$ cat src/common/bus_size_pkg.sv
// Constants and types shared by the narrow-bus cycle sequencer and its lane stepper
package bus_size_pkg;
    localparam int           LANES           = 4;
    localparam int           MAX_FILL_CYCLES = 16;
    localparam logic [3:0]   ALL_LANES       = 4'hf;
    localparam logic [3:0]   NO_LANES        = 4'h0;
    localparam logic [3:0]   LOW_HALF        = 4'h3;
    localparam logic [3:0]   HIGH_HALF       = 4'hc;
    localparam logic [1:0]   FILL_WORDS_LEFT = 2'h3;
    localparam logic [1:0]   LEN_BYTE        = 2'h0;
    localparam logic [1:0]   LEN_WORD        = 2'h1;
    localparam logic [1:0]   LEN_DWORD       = 2'h2;

    typedef enum logic [2:0] {
        W32 = 3'h1,
        W16 = 3'h2,
        W8  = 3'h4
    } bus_width_t;

    typedef enum logic [2:0] {
        ST_IDLE  = 3'h1,
        ST_ISSUE = 3'h2,
        ST_WAIT  = 3'h4
    } seq_state_t;
endpackage : bus_size_pkg

$ cat src/lane_step.sv
// Remaining byte lanes after one bus cycle of the given width
`timescale 1ns/1ps
module lane_step
    import bus_size_pkg::*;
(
    input  wire logic [3:0]             mask,      // Lanes active in this cycle
    input  wire bus_size_pkg::bus_width_t width,   // Width the system answered with
    output logic      [3:0]             next_mask, // Lanes still to move
    output logic                        last       // Piece complete
);
    import bus_size_pkg::*;

    logic [3:0] lowest;
    logic [3:0] half;

    always_comb begin
        lowest = mask & (4'h0 - mask);
        half   = ((mask & LOW_HALF) != NO_LANES) ? LOW_HALF : HIGH_HALF;
        case (width)
            W8:      next_mask = mask & ~lowest;     // Lowest byte goes first
            W16:     next_mask = mask & ~half;       // Lower 2-byte word first
            default: next_mask = NO_LANES;
        endcase
        last = (next_mask == NO_LANES);
    end
endmodule : lane_step

$ cat src/narrow_bus_byte_select.sv
// Processor-side bus cycle sequencer for 32-, 16- and 8-bit wide devices
//
// Contract
// - Issued lane patterns are contiguous and never empty; others are don't-care.
// - A narrow line fill issues as many cycles as needed, at most sixteen.
// - Later narrow fill cycles name exactly the bytes of the current word still to fetch.
// - An operand crossing a 4-byte word is split, one piece per word.
// - Split operands move the highest-order piece first.
// - Extra cycles forced by a width request move low-order bytes first.
// - Aligned dword under the 16-bit request: low two bytes, then high two.
// - A 3-byte piece under 16-bit: two cycles, lower-word bytes first, then upper-word bytes.
// - Byte-wide bus moves one byte per cycle, ascending within a piece.
// - The byte-wide request, alone or with the 16-bit one, selects 8 bits.
// - 16-bit request gives two or three cycles per dword; 8-bit gives four.
`timescale 1ns/1ps
module narrow_bus_byte_select
    import bus_size_pkg::*;
(
    input  wire logic        core_clk,           // 125 MHz clock
    input  wire logic        rstn,               // Async reset, active low
    input  wire logic        req_valid,          // Operand or line fill request
    output logic             req_ready,          // Sequencer idle
    input  wire logic [31:0] req_addr,           // Operand byte address
    input  wire logic [1:0]  req_len,            // Operand length code
    input  wire logic        req_fill,           // Cache line fill
    output logic             req_done,           // Request finished, one cycle
    output logic             cyc_start,          // Bus cycle begins, one cycle
    output logic             cyc_active,         // Bus cycle outstanding
    output logic [29:0]      cyc_addr,           // 4-byte word address
    output logic [3:0]       byte_lane_select_n, // Byte lanes, active low
    input  wire logic        cyc_done,           // Cycle ended by the system, pin
    input  wire logic        width8_request_n,   // Byte-wide request, pin
    input  wire logic        width16_request_n   // 16-bit request, pin
);
    import bus_size_pkg::*;

    typedef struct packed {
        seq_state_t  st;
        logic [3:0]  mask;
        logic [29:0] word;
        logic        pend_valid;
        logic [3:0]  pend_mask;
        logic [29:0] pend_word;
        logic [1:0]  fill_left;
        logic        is_fill;
        logic [4:0]  fill_cnt;
        logic        done;
        logic        d_s1;
        logic        d_s2;
        logic        w8_s1;
        logic        w8_s2;
        logic        w16_s1;
        logic        w16_s2;
    } seq_t;

    seq_t       r_r;
    seq_t       r_nxt;
    bus_width_t width;
    logic [3:0] step_next;
    logic       step_last;
    logic [2:0] nbytes;
    logic [7:0] span;
    logic       crosses;
    logic       accept;
    logic       answered;

    ////////////////////////////////////////////////////////////////////////////////
    // Request decode

    assign req_ready = (r_r.st == ST_IDLE);
    assign accept    = req_valid && req_ready;
    assign answered  = (r_r.st == ST_WAIT) && r_r.d_s2;

    always_comb begin
        case (req_len)
            LEN_BYTE: nbytes = 3'h1;
            LEN_WORD: nbytes = 3'h2;
            default:  nbytes = 3'h4;
        endcase
        // Byte span over two adjacent words; bits above 3 fall in the next word
        span    = ((8'h01 << nbytes) - 8'h01) << req_addr[1:0];
        crosses = (span[7:4] != NO_LANES);
    end

    // Byte-wide wins when both requests are seen
    always_comb begin
        if (!r_r.w8_s2) begin
            width = W8;
        end else if (!r_r.w16_s2) begin
            width = W16;
        end else begin
            width = W32;
        end
    end

    lane_step u_step (
        .mask      (r_r.mask),
        .width     (width),
        .next_mask (step_next),
        .last      (step_last)
    );

    ////////////////////////////////////////////////////////////////////////////////
    // Sequencer

    always_comb begin
        r_nxt        = r_r;
        r_nxt.done   = 1'b0;
        // Pins pass two flops; the width requests ride alongside the end of cycle
        r_nxt.d_s1   = cyc_done;
        r_nxt.d_s2   = r_r.d_s1;
        r_nxt.w8_s1  = width8_request_n;
        r_nxt.w8_s2  = r_r.w8_s1;
        r_nxt.w16_s1 = width16_request_n;
        r_nxt.w16_s2 = r_r.w16_s1;
        case (r_r.st)
            ST_IDLE: begin
                if (accept) begin
                    r_nxt.st       = ST_ISSUE;
                    r_nxt.is_fill  = req_fill;
                    r_nxt.fill_cnt = 5'h00;
                    if (req_fill) begin
                        r_nxt.mask       = ALL_LANES;
                        r_nxt.word       = req_addr[31:2];
                        r_nxt.fill_left  = FILL_WORDS_LEFT;
                        r_nxt.pend_valid = 1'b0;
                    end else if (crosses) begin
                        r_nxt.mask       = span[7:4];
                        r_nxt.word       = req_addr[31:2] + 30'h1;
                        r_nxt.pend_valid = 1'b1;
                        r_nxt.pend_mask  = span[3:0];
                        r_nxt.pend_word  = req_addr[31:2];
                        r_nxt.fill_left  = 2'h0;
                    end else begin
                        r_nxt.mask       = span[3:0];
                        r_nxt.word       = req_addr[31:2];
                        r_nxt.pend_valid = 1'b0;
                        r_nxt.fill_left  = 2'h0;
                    end
                end
            end
            ST_ISSUE: begin
                r_nxt.st = ST_WAIT;
                if (r_r.is_fill) begin
                    r_nxt.fill_cnt = r_r.fill_cnt + 5'h01;
                end
            end
            ST_WAIT: begin
                if (r_r.d_s2) begin
                    if (!step_last) begin
                        r_nxt.mask = step_next;
                        r_nxt.st   = ST_ISSUE;
                    end else if (r_r.pend_valid) begin
                        r_nxt.mask       = r_r.pend_mask;
                        r_nxt.word       = r_r.pend_word;
                        r_nxt.pend_valid = 1'b0;
                        r_nxt.st         = ST_ISSUE;
                    end else if (r_r.fill_left != 2'h0) begin
                        // Next word of the line, wrapping inside the 16-byte area
                        r_nxt.word      = {r_r.word[29:2], r_r.word[1:0] + 2'h1};
                        r_nxt.mask      = ALL_LANES;
                        r_nxt.fill_left = r_r.fill_left - 2'h1;
                        r_nxt.st        = ST_ISSUE;
                    end else begin
                        r_nxt.mask = NO_LANES;
                        r_nxt.done = 1'b1;
                        r_nxt.st   = ST_IDLE;
                    end
                end
            end
            default: begin
                r_nxt.st = ST_IDLE;
            end
        endcase
    end

    always_ff @(posedge core_clk or negedge rstn) begin
        if (!rstn) begin
            r_r <= '{st: ST_IDLE, mask: 4'h0, word: 30'h0, pend_valid: 1'b0,
                     pend_mask: 4'h0, pend_word: 30'h0, fill_left: 2'h0,
                     is_fill: 1'b0, fill_cnt: 5'h00, done: 1'b0, d_s1: 1'b0,
                     d_s2: 1'b0, w8_s1: 1'b1, w8_s2: 1'b1, w16_s1: 1'b1, w16_s2: 1'b1};
        end else begin
            r_r <= r_nxt;
        end
    end

    assign cyc_start          = (r_r.st == ST_ISSUE);
    assign cyc_active         = (r_r.st == ST_WAIT);
    assign cyc_addr           = r_r.word;
    assign byte_lane_select_n = ~r_r.mask;                  // Idle shows all lanes negated
    assign req_done           = r_r.done;

    ////////////////////////////////////////////////////////////////////////////////
    // Checks

    lanes_contig_a: assert property (@(posedge core_clk) disable iff (!rstn)
        cyc_start |-> (r_r.mask inside {4'h1, 4'h2, 4'h4, 4'h8, 4'h3, 4'h6, 4'hc,
                                        4'h7, 4'he, 4'hf}))
        else $error("non-contiguous or empty lane pattern issued");

    fill_count_a: assert property (@(posedge core_clk) disable iff (!rstn)
        (r_r.fill_cnt <= 5'(MAX_FILL_CYCLES)))
        else $error("line fill used more than sixteen cycles");

    fill_remaining_a: assert property (@(posedge core_clk) disable iff (!rstn)
        (answered && r_r.is_fill && !step_last) |=> (cyc_start && r_r.mask == $past(step_next)))
        else $error("fill cycle lanes do not match remaining bytes");

    unaligned_split_a: assert property (@(posedge core_clk) disable iff (!rstn)
        (accept && !req_fill && crosses) |=> (r_r.pend_valid &&
                                              r_r.pend_word == $past(req_addr[31:2])))
        else $error("word-crossing operand not split");

    high_first_a: assert property (@(posedge core_clk) disable iff (!rstn)
        (accept && !req_fill && crosses) |=> (cyc_start &&
                                              r_r.word == $past(req_addr[31:2]) + 30'h1))
        else $error("split operand did not start with the high word");

    low_half_first_a: assert property (@(posedge core_clk) disable iff (!rstn)
        (answered && width == W16 && (r_r.mask & LOW_HALF) != NO_LANES &&
         (r_r.mask & HIGH_HALF) != NO_LANES) |=> (r_r.mask == ($past(r_r.mask) & HIGH_HALF)))
        else $error("16-bit split did not take the low half first");

    byte_width_a: assert property (@(posedge core_clk) disable iff (!rstn)
        (answered && !r_r.w8_s2 && $countones(r_r.mask) > 1) |=>
            ($countones(r_r.mask) == $countones($past(r_r.mask)) - 1))
        else $error("byte-wide answer did not advance by one byte");

    done_after_last_a: assert property (@(posedge core_clk) disable iff (!rstn)
        req_done |-> $past(answered && step_last && !r_r.pend_valid && r_r.fill_left == 2'h0))
        else $error("request finished with bytes still pending");

    dword_16_a: assert property (@(posedge core_clk) disable iff (!rstn)
        (answered && width != W32 && !step_last) |=> ((r_r.mask & ($past(r_r.mask) &
                                                       (4'h0 - $past(r_r.mask)))) == NO_LANES))
        else $error("narrow answer did not drop the lowest byte");
endmodule : narrow_bus_byte_select

$ cat config.mk
export PLATFORM = sky130hd
export DESIGN_NAME = narrow_bus_byte_select
export DESIGN_NICKNAME = d
export VERILOG_FILES = /design/src/common/bus_size_pkg.sv /design/src/lane_step.sv /design/src/narrow_bus_byte_select.sv
export SDC_FILE = /design/constraint.sdc
export NUM_CORES = 1
export LEC_CHECK = 0
export ABC_CLOCK_PERIOD_IN_PS = 5900
export BUFFER_PORTS_ARGS = -buffer_cell sky130_fd_sc_hd__buf_2
export CORE_ASPECT_RATIO = 0.7
export CORE_UTILIZATION = 50
export CTS_CLUSTER_DIAMETER = 80
export CTS_CLUSTER_SIZE = 14
export DETAILED_ROUTE_END_ITERATION = 10
export GPL_TIMING_DRIVEN = 0
export PLACE_DENSITY = 0.72
export SLEW_MARGIN = 20
export SYNTH_ARGS = -nofsm -noshare
export SYNTH_HDL_FRONTEND = slang
export SYNTH_SLANG_ARGS = --single-unit
$ cat constraint.sdc
create_clock -name core_clk -period 5.9 [get_ports core_clk]
set_clock_uncertainty 0.2 [all_clocks]
set_input_delay 0.295 -clock core_clk [delete_from_list [all_inputs] [get_ports core_clk]]
set_output_delay 0.295 -clock core_clk [all_outputs]
set_load 0.02 [all_outputs]
==> metrics.yaml, run 1 <==
run_status:
  status: "complete, no violations"
yosys:
  synthDistinctLibCells: 56
  synth-main-ff-cell: "dfrtp_1"
  syn_area_per_cell_um2: 10.0
  synth_warnings: 0
  ys_async_sr_fraction: 1.00
  synth_enable_flop_cells: 0
  yosysSeqAreaShare: 0.431
  synth_area_mm2: 0.00472
  ys_ff_latch: 81
  synth_fp_nets: 516
  synthCells: 470
grt:
  grt_use_total: 0.260
  grt_first_pass_wirelength_mm: 19.9
  grt_pass1_vias: 3810
  gr-total-overflow: 0
  antenna_found_initial: 0
  grt_max_degree: 48
cts:
  clockBufferDepth: 2
  cts_tree: "built"
  post_cts_buffers: 0
  htreeDepth: 3
  numCtsBuffers: 9
  cts_resized: 0
  clkSlewWorstSetupHoldPaths_ps: 60
  cts_sinks: 81
  clk_latency_ps: 340
  cts_root_buf: "clkbuf_16"
finish:
  seqCellArea_mm2: 0.00203
  fillers: 769
  drive_gt1_frac: 0.271
  nNetsFinal: 610
  syn_to_final_growth_pct: 18.6
  multi_input_area_mm2: 0.00229
  final_cells: 692
  antenna_cells: 0
sta:
  drv_slew: 0
  setup_tns_ps: 0
  max_slew.worst_pin.slew_ps: 745
  finalCriticalPeriod_ps: 2780
  max_freq_mhz: 359
  finalSetupViolCount: 0
  finalHoldViolCount: 0
  slew_headroom: 0.501
  rsz0062_at_grt: "no"
  fin_crit_sh: 0.472
critical_path:
  crit_type: "reg -> reg"
  r2r_slack_ps: 3120
  start_kind: "flip-flop"
  worstPathRequired_ps: 5960
  end_kind: "flip-flop"
  reg2regPathDepth: 7
  critPathArrivalTime_ps: 2850
  path_max_fanout: 10
detailed_routing:
  drt_first_iter_violations: 253
  wirelength_mm: 12.0
  drt-pass1-iter-count: 5
  avgViaCountPerCell: 5.76
  wl_per_cell_um: 17.4
  drc_errors: 0
  route.vias.total: 3987
  ant_nets: 0
floorplanning:
  die_y_um: 83.3
  coreArea_mm2: 0.00911
  ioPinCount: 79
  dieArea_mm2: 0.00984
  start_util: 0.518
  die_x_um: 118
  rows: 29
power_and_ir_drop:
  swShare: 0.386
  seqPwrFrac: 0.375
  p_leak_nw: 2.41
  p_comb_frac: 0.427
  pwr-share-clk: 0.198
  power_per_cell_area_mw_per_mm2: 464
  power_switching_mw: 1.00
  ir_drop_v: 0.000265
  p_int_mw: 1.60
placed_design:
  routabilityCongestion: 0.844
  placedCellCount: 673
  port_buffers: 78
  place_hpwl_mm: 8.84
hold_path:
  hold_depth: 2
  min_path_type: "in -> reg"
run:
  maxCapViolations: 0
[worst paths after layout]
| kind | from | to |
|---|---|---|
| min in group asynchronous | rstn | req_done |
| max in group asynchronous | rstn | r_r[39] |
| setup / recovery | r_r[84] | cyc_addr[12] |
| setup reg to reg | r_r[84] | cyc_addr[12] |
| hold / removal | req_addr[31] | r_r[44] |
| hold reg to reg | r_nxt[2] | r_r[2] |
[power groups by stage]
| stage | sequential [mW] | combinational, mW | clock [mW] |
|---|---|---|---|
| after floorplan | 0.925 | 0.819 | 0 |
| after global placement | 0.964 | 1.07 | 0 |
| after detailed placement | 0.976 | 1.10 | 0 |
| after CTS | 0.971 | 1.11 | 0.520 |
| after global routing | 1.00 | 1.22 | 0.543 |
| final | 0.976 | 1.11 | 0.514 |
[layout by cell type (no fill, tap or decap), types with 5 or more instances in the layout]
cell and count:
clkbuf_16 9, o21ai_0 14, buf_2 81, nor4b_2 5, clkbuf_1 19, nand3_1 10
and3_1 8, mux2_1 35, nor4_2 6, nor2_1 23, xnor2_1 26, a21oi_1 16
dfrtp_1 76, nand2b_1 6, nor3_1 13, o21ai_1 28, mux2i_1 5, buf_4 31
ha_1 5, nand2_1 24, nand4_1 12, a22oi_1 29, dfstp_2 5, inv_1 14
[metrics by stage]
stage	hold slack, ps	instance area, um^2	total power [mW]	util	worst slack (ps)
floorplan	-201	4720	1.74	-	3400
global placement	133	5270	2.03	0.578	2850
detailed placement	89.3	5300	2.08	0.582	2820
CTS	7.42	5600	2.60	0.615	3090
global route	14.4	5600	2.76	0.615	2920
finish	15.3	5600	2.60	0.615	3120
[logic make-up after synthesis]
kind of cell,after synthesis,synth area share
xor gates and xnor gates,26,0.0482
muxes,40,0.0941
and+or+nand+nor,131,0.169
AOI/OAI and AO/OA,115,0.160
adders and majority gates,5,0.0132
DFF,81,0.431
buffers and inverters,72,0.0853
[layout make-up]
type,instances,share of cell area
Buffer,57,0.0619
Clock buffer,12,0.0440
Clock inverter,3,0.00313
Inverter,15,0.0101
Multi-Input combinational cell,317,0.408
Sequential cell,81,0.363
Tap cell,124,0.0277
Timing Repair Buffer,83,0.0822
[routing by layer]
| metal | routed length [um] | track usage |
|---|---|---|
| met1 | 5690 | 0.381 |
| met4 | 224 | 0.0862 |
| met2 | 5160 | 0.377 |
| met5 | 0 | 0 |
| met3 | 932 | 0.0584 |
[synth_stat cells (4+ instances only)]
cell type | n | share of area
a21oi_1 | 16 | 0.017
a22oi_1 | 29 | 0.046
and3_1 | 8 | 0.011
buf_1 | 4 | 0.0032
buf_2 | 4 | 0.0042
buf_4 | 30 | 0.048
clkbuf_1 | 17 | 0.014
dfrtp_1 | 76 | 0.40
dfstp_2 | 5 | 0.028
ha_1 | 5 | 0.013
inv_1 | 14 | 0.011
mux2_1 | 35 | 0.083
mux2i_1 | 5 | 0.011
nand2_1 | 24 | 0.019
nand2b_1 | 6 | 0.0079
nand3_1 | 10 | 0.011
nand4_1 | 12 | 0.016
nor2_1 | 23 | 0.018
nor3_1 | 13 | 0.014
nor3b_1 | 4 | 0.0064
nor4_2 | 6 | 0.016
nor4b_2 | 5 | 0.016
o21ai_0 | 14 | 0.015
o21ai_1 | 28 | 0.030
xnor2_1 | 26 | 0.048
[flip-flops by register name, indices dropped and copies added (netlist names)]
signal / cells
cyc_addr: 30
r_r: 47
r_nxt: 3
req_done: 1
[worst max-delay path, stage by stage (launching register included)]
cell and delay (ps):
dfstp_2 550, nand3b_1 90, a21oi_2 370, nand3_1 130, nor2_1 580, clkbuf_1 480, a22oi_1 170, o21ai_1 120
[what timing repair did]
action                     CTS  global route
hold endpoints to repair    32             0
setup endpoints to repair    0             0
hold buffers                 4             0
Note: power is estimated with default switching activity, not from simulation.
==> run 2: changes to the inputs <==
ABC_CLOCK_PERIOD_IN_PS = 2450   (was 5900)
PLACE_DENSITY = 0.75   (was 0.72)
clock period = 2.45 ns   (was 5.9 ns; I/O delays follow)
==> metrics.yaml, run 2 (synthesis gave the netlist of run 1 again) <==
power_and_ir_drop:
  p_int_mw: 4.21
  p_comb_frac: 0.423
  pwr-share-clk: 0.223
  ir_drop_v: 0.000544
  p_leak_nw: 2.67
  power_per_cell_area_mw_per_mm2: 1090
  power_switching_mw: 2.49
  swShare: 0.371
  seqPwrFrac: 0.354
  fin_total_pwr_mw: 6.69
cts:
  clkSlewWorstSetupHoldPaths_ps: 60
  cts_tree: "built"
  cts_root_buf: "clkbuf_16"
  numCtsBuffers: 9
  htreeDepth: 3
  clockBufferDepth: 2
  cts_sinks: 81
  clk_latency_ps: 340
sta:
  finalHoldViolCount: 0
  max_freq_mhz: 412
  setup_tns_ps: 0
  layout_setup_ws_ps: 24.9
  rsz0062_at_grt: "yes"
  whs_ps: 26.4
  max_slew.worst_pin.slew_ps: 779
  slew_headroom: 0.481
  fin_crit_sh: 0.990
  drv_slew: 0
  finalCriticalPeriod_ps: 2430
  finalSetupViolCount: 0
hold_path:
  min_to: "cyc_addr[2]"
  hp-start: "req_addr[4]"
  hold_depth: 3
  min_path_type: "in -> reg"
detailed_routing:
  drt_first_iter_violations: 323
  drt-pass1-iter-count: 5
  wl_per_cell_um: 17.4
  ant_nets: 0
  drc_errors: 0
  route.vias.total: 4279
  wirelength_mm: 12.8
  avgViaCountPerCell: 5.83
critical_path:
  reg2regPathDepth: 8
  regToRegEndpoint: "r_r[18]"
  rr_startpoint: "r_r[84]"
  path_max_fanout: 7
  crit_type: "reg -> reg"
  end_kind: "flip-flop"
  critPathArrivalTime_ps: 2440
  start_kind: "flip-flop"
  r2r_slack_ps: 20
  worstPathRequired_ps: 2470
grt:
  grt_use_total: 0.275
  grt_pass1_vias: 4138
  grt_max_degree: 52
  antenna_found_initial: 0
  grt_first_pass_wirelength_mm: 21.1
  gr-total-overflow: 0
finish:
  nNetsFinal: 651
  top_register: "r_r"
  syn_to_final_growth_pct: 30.2
  post-route-cell-area_mm2: 0.00615
  drive_gt1_frac: 0.292
  antenna_cells: 0
  mostFrequentLayoutCells: "buf_2 (77), dfrtp_1 (76), buf_4 (44)"
  largest_reg_flops: 47
  layout_commonest_cell: "buf_2"
run:
  maxCapViolations: 0
placed_design:
  routabilityCongestion: 0.844
  place_hpwl_mm: 8.81
  place_ws_ps: -528
  place_area_mm2: 0.00530
  port_buffers: 78
floorplanning:
  dieArea_mm2: 0.00984
  start_util: 0.518
  coreArea_mm2: 0.00911
  rows: 29
  ioPinCount: 79
  die_x_um: 118
  die_y_um: 83.3
run_status:
  status: "complete, no violations"
==> run 2: cell count changes in the layout (fill, tap and decap cells not counted), sizes merged <==
cell	change
clkinv	-1
clkbuf	+1
buf	+10
bufinv	+2
dlygate4sd3	+30
==> run 2: timing repair <==
item,4_1_cts,5_1_grt
setup endpoints to repair,56,59
hold endpoints to repair,137,0
buffers inserted,2,10
pin swaps,1,5
hold buffers,34,0
gates resized for setup,9,16
==> run 2: critical path, cell delays in order (launching register included) <==
cell	delay (ps)
dfstp_2	550
nand3b_1	120
a21oi_4	280
nand2_1	210
nor3_4	240
buf_4	160
buf_4	100
buf_4	120
mux2_1	320
==> run 2: per-stage QoR <==
stage                      util  cells
final                     0.675    734
after global routing      0.675    734
after CTS                 0.661    725
after global placement    0.578    672
after detailed placement  0.582    673
after floorplan               -    470
==> run 2: how the worst max path moves through the flow <==
stage,startpoint,endpoint,slack (ps),cells past startpoint
floorplan,req_len[1],cyc_addr[1],120,9
global placement,req_len[1],r_r[48],-430,10
detailed placement,req_len[1],r_r[16],-530,10
CTS,r_r[84],cyc_addr[21],10,7
global route,r_r[84],r_r[20],-70,8
finish,r_r[84],r_r[18],20,8
==> run 2: power groups by stage <==
| stage | Combinational, mW | Clock [mW] | Sequential (mW) |
|---|---|---|---|
| 2_1_floorplan | 1.97 | 0 | 2.23 |
| 3_3_place_gp | 2.57 | 0 | 2.32 |
| 3_5_place_dp | 2.66 | 0 | 2.36 |
| 4_1_cts | 2.74 | 1.51 | 2.35 |
| 5_1_grt | 3.08 | 1.57 | 2.44 |
| 6_report | 2.83 | 1.49 | 2.37 |
==> run 2: layer usage <==
metal  wire length, um  GRT usage  vias up
li1                  -          -     1956
met1              5680      0.392     2085
met2              5720      0.416      213
met3              1110     0.0604       25
met4               275     0.0862        0
met5                 0          0        -
==> run 2: layout make-up <==
class,count,area [um^2]
fillers,688,2960
multi-input cells,317,2340
flip-flops and latches,81,2030
repair buffers,125,851
plain buffers,56,368
clock buffers,12,267
well taps,124,155
clock inverters,4,73.8
inverters,15,60.1
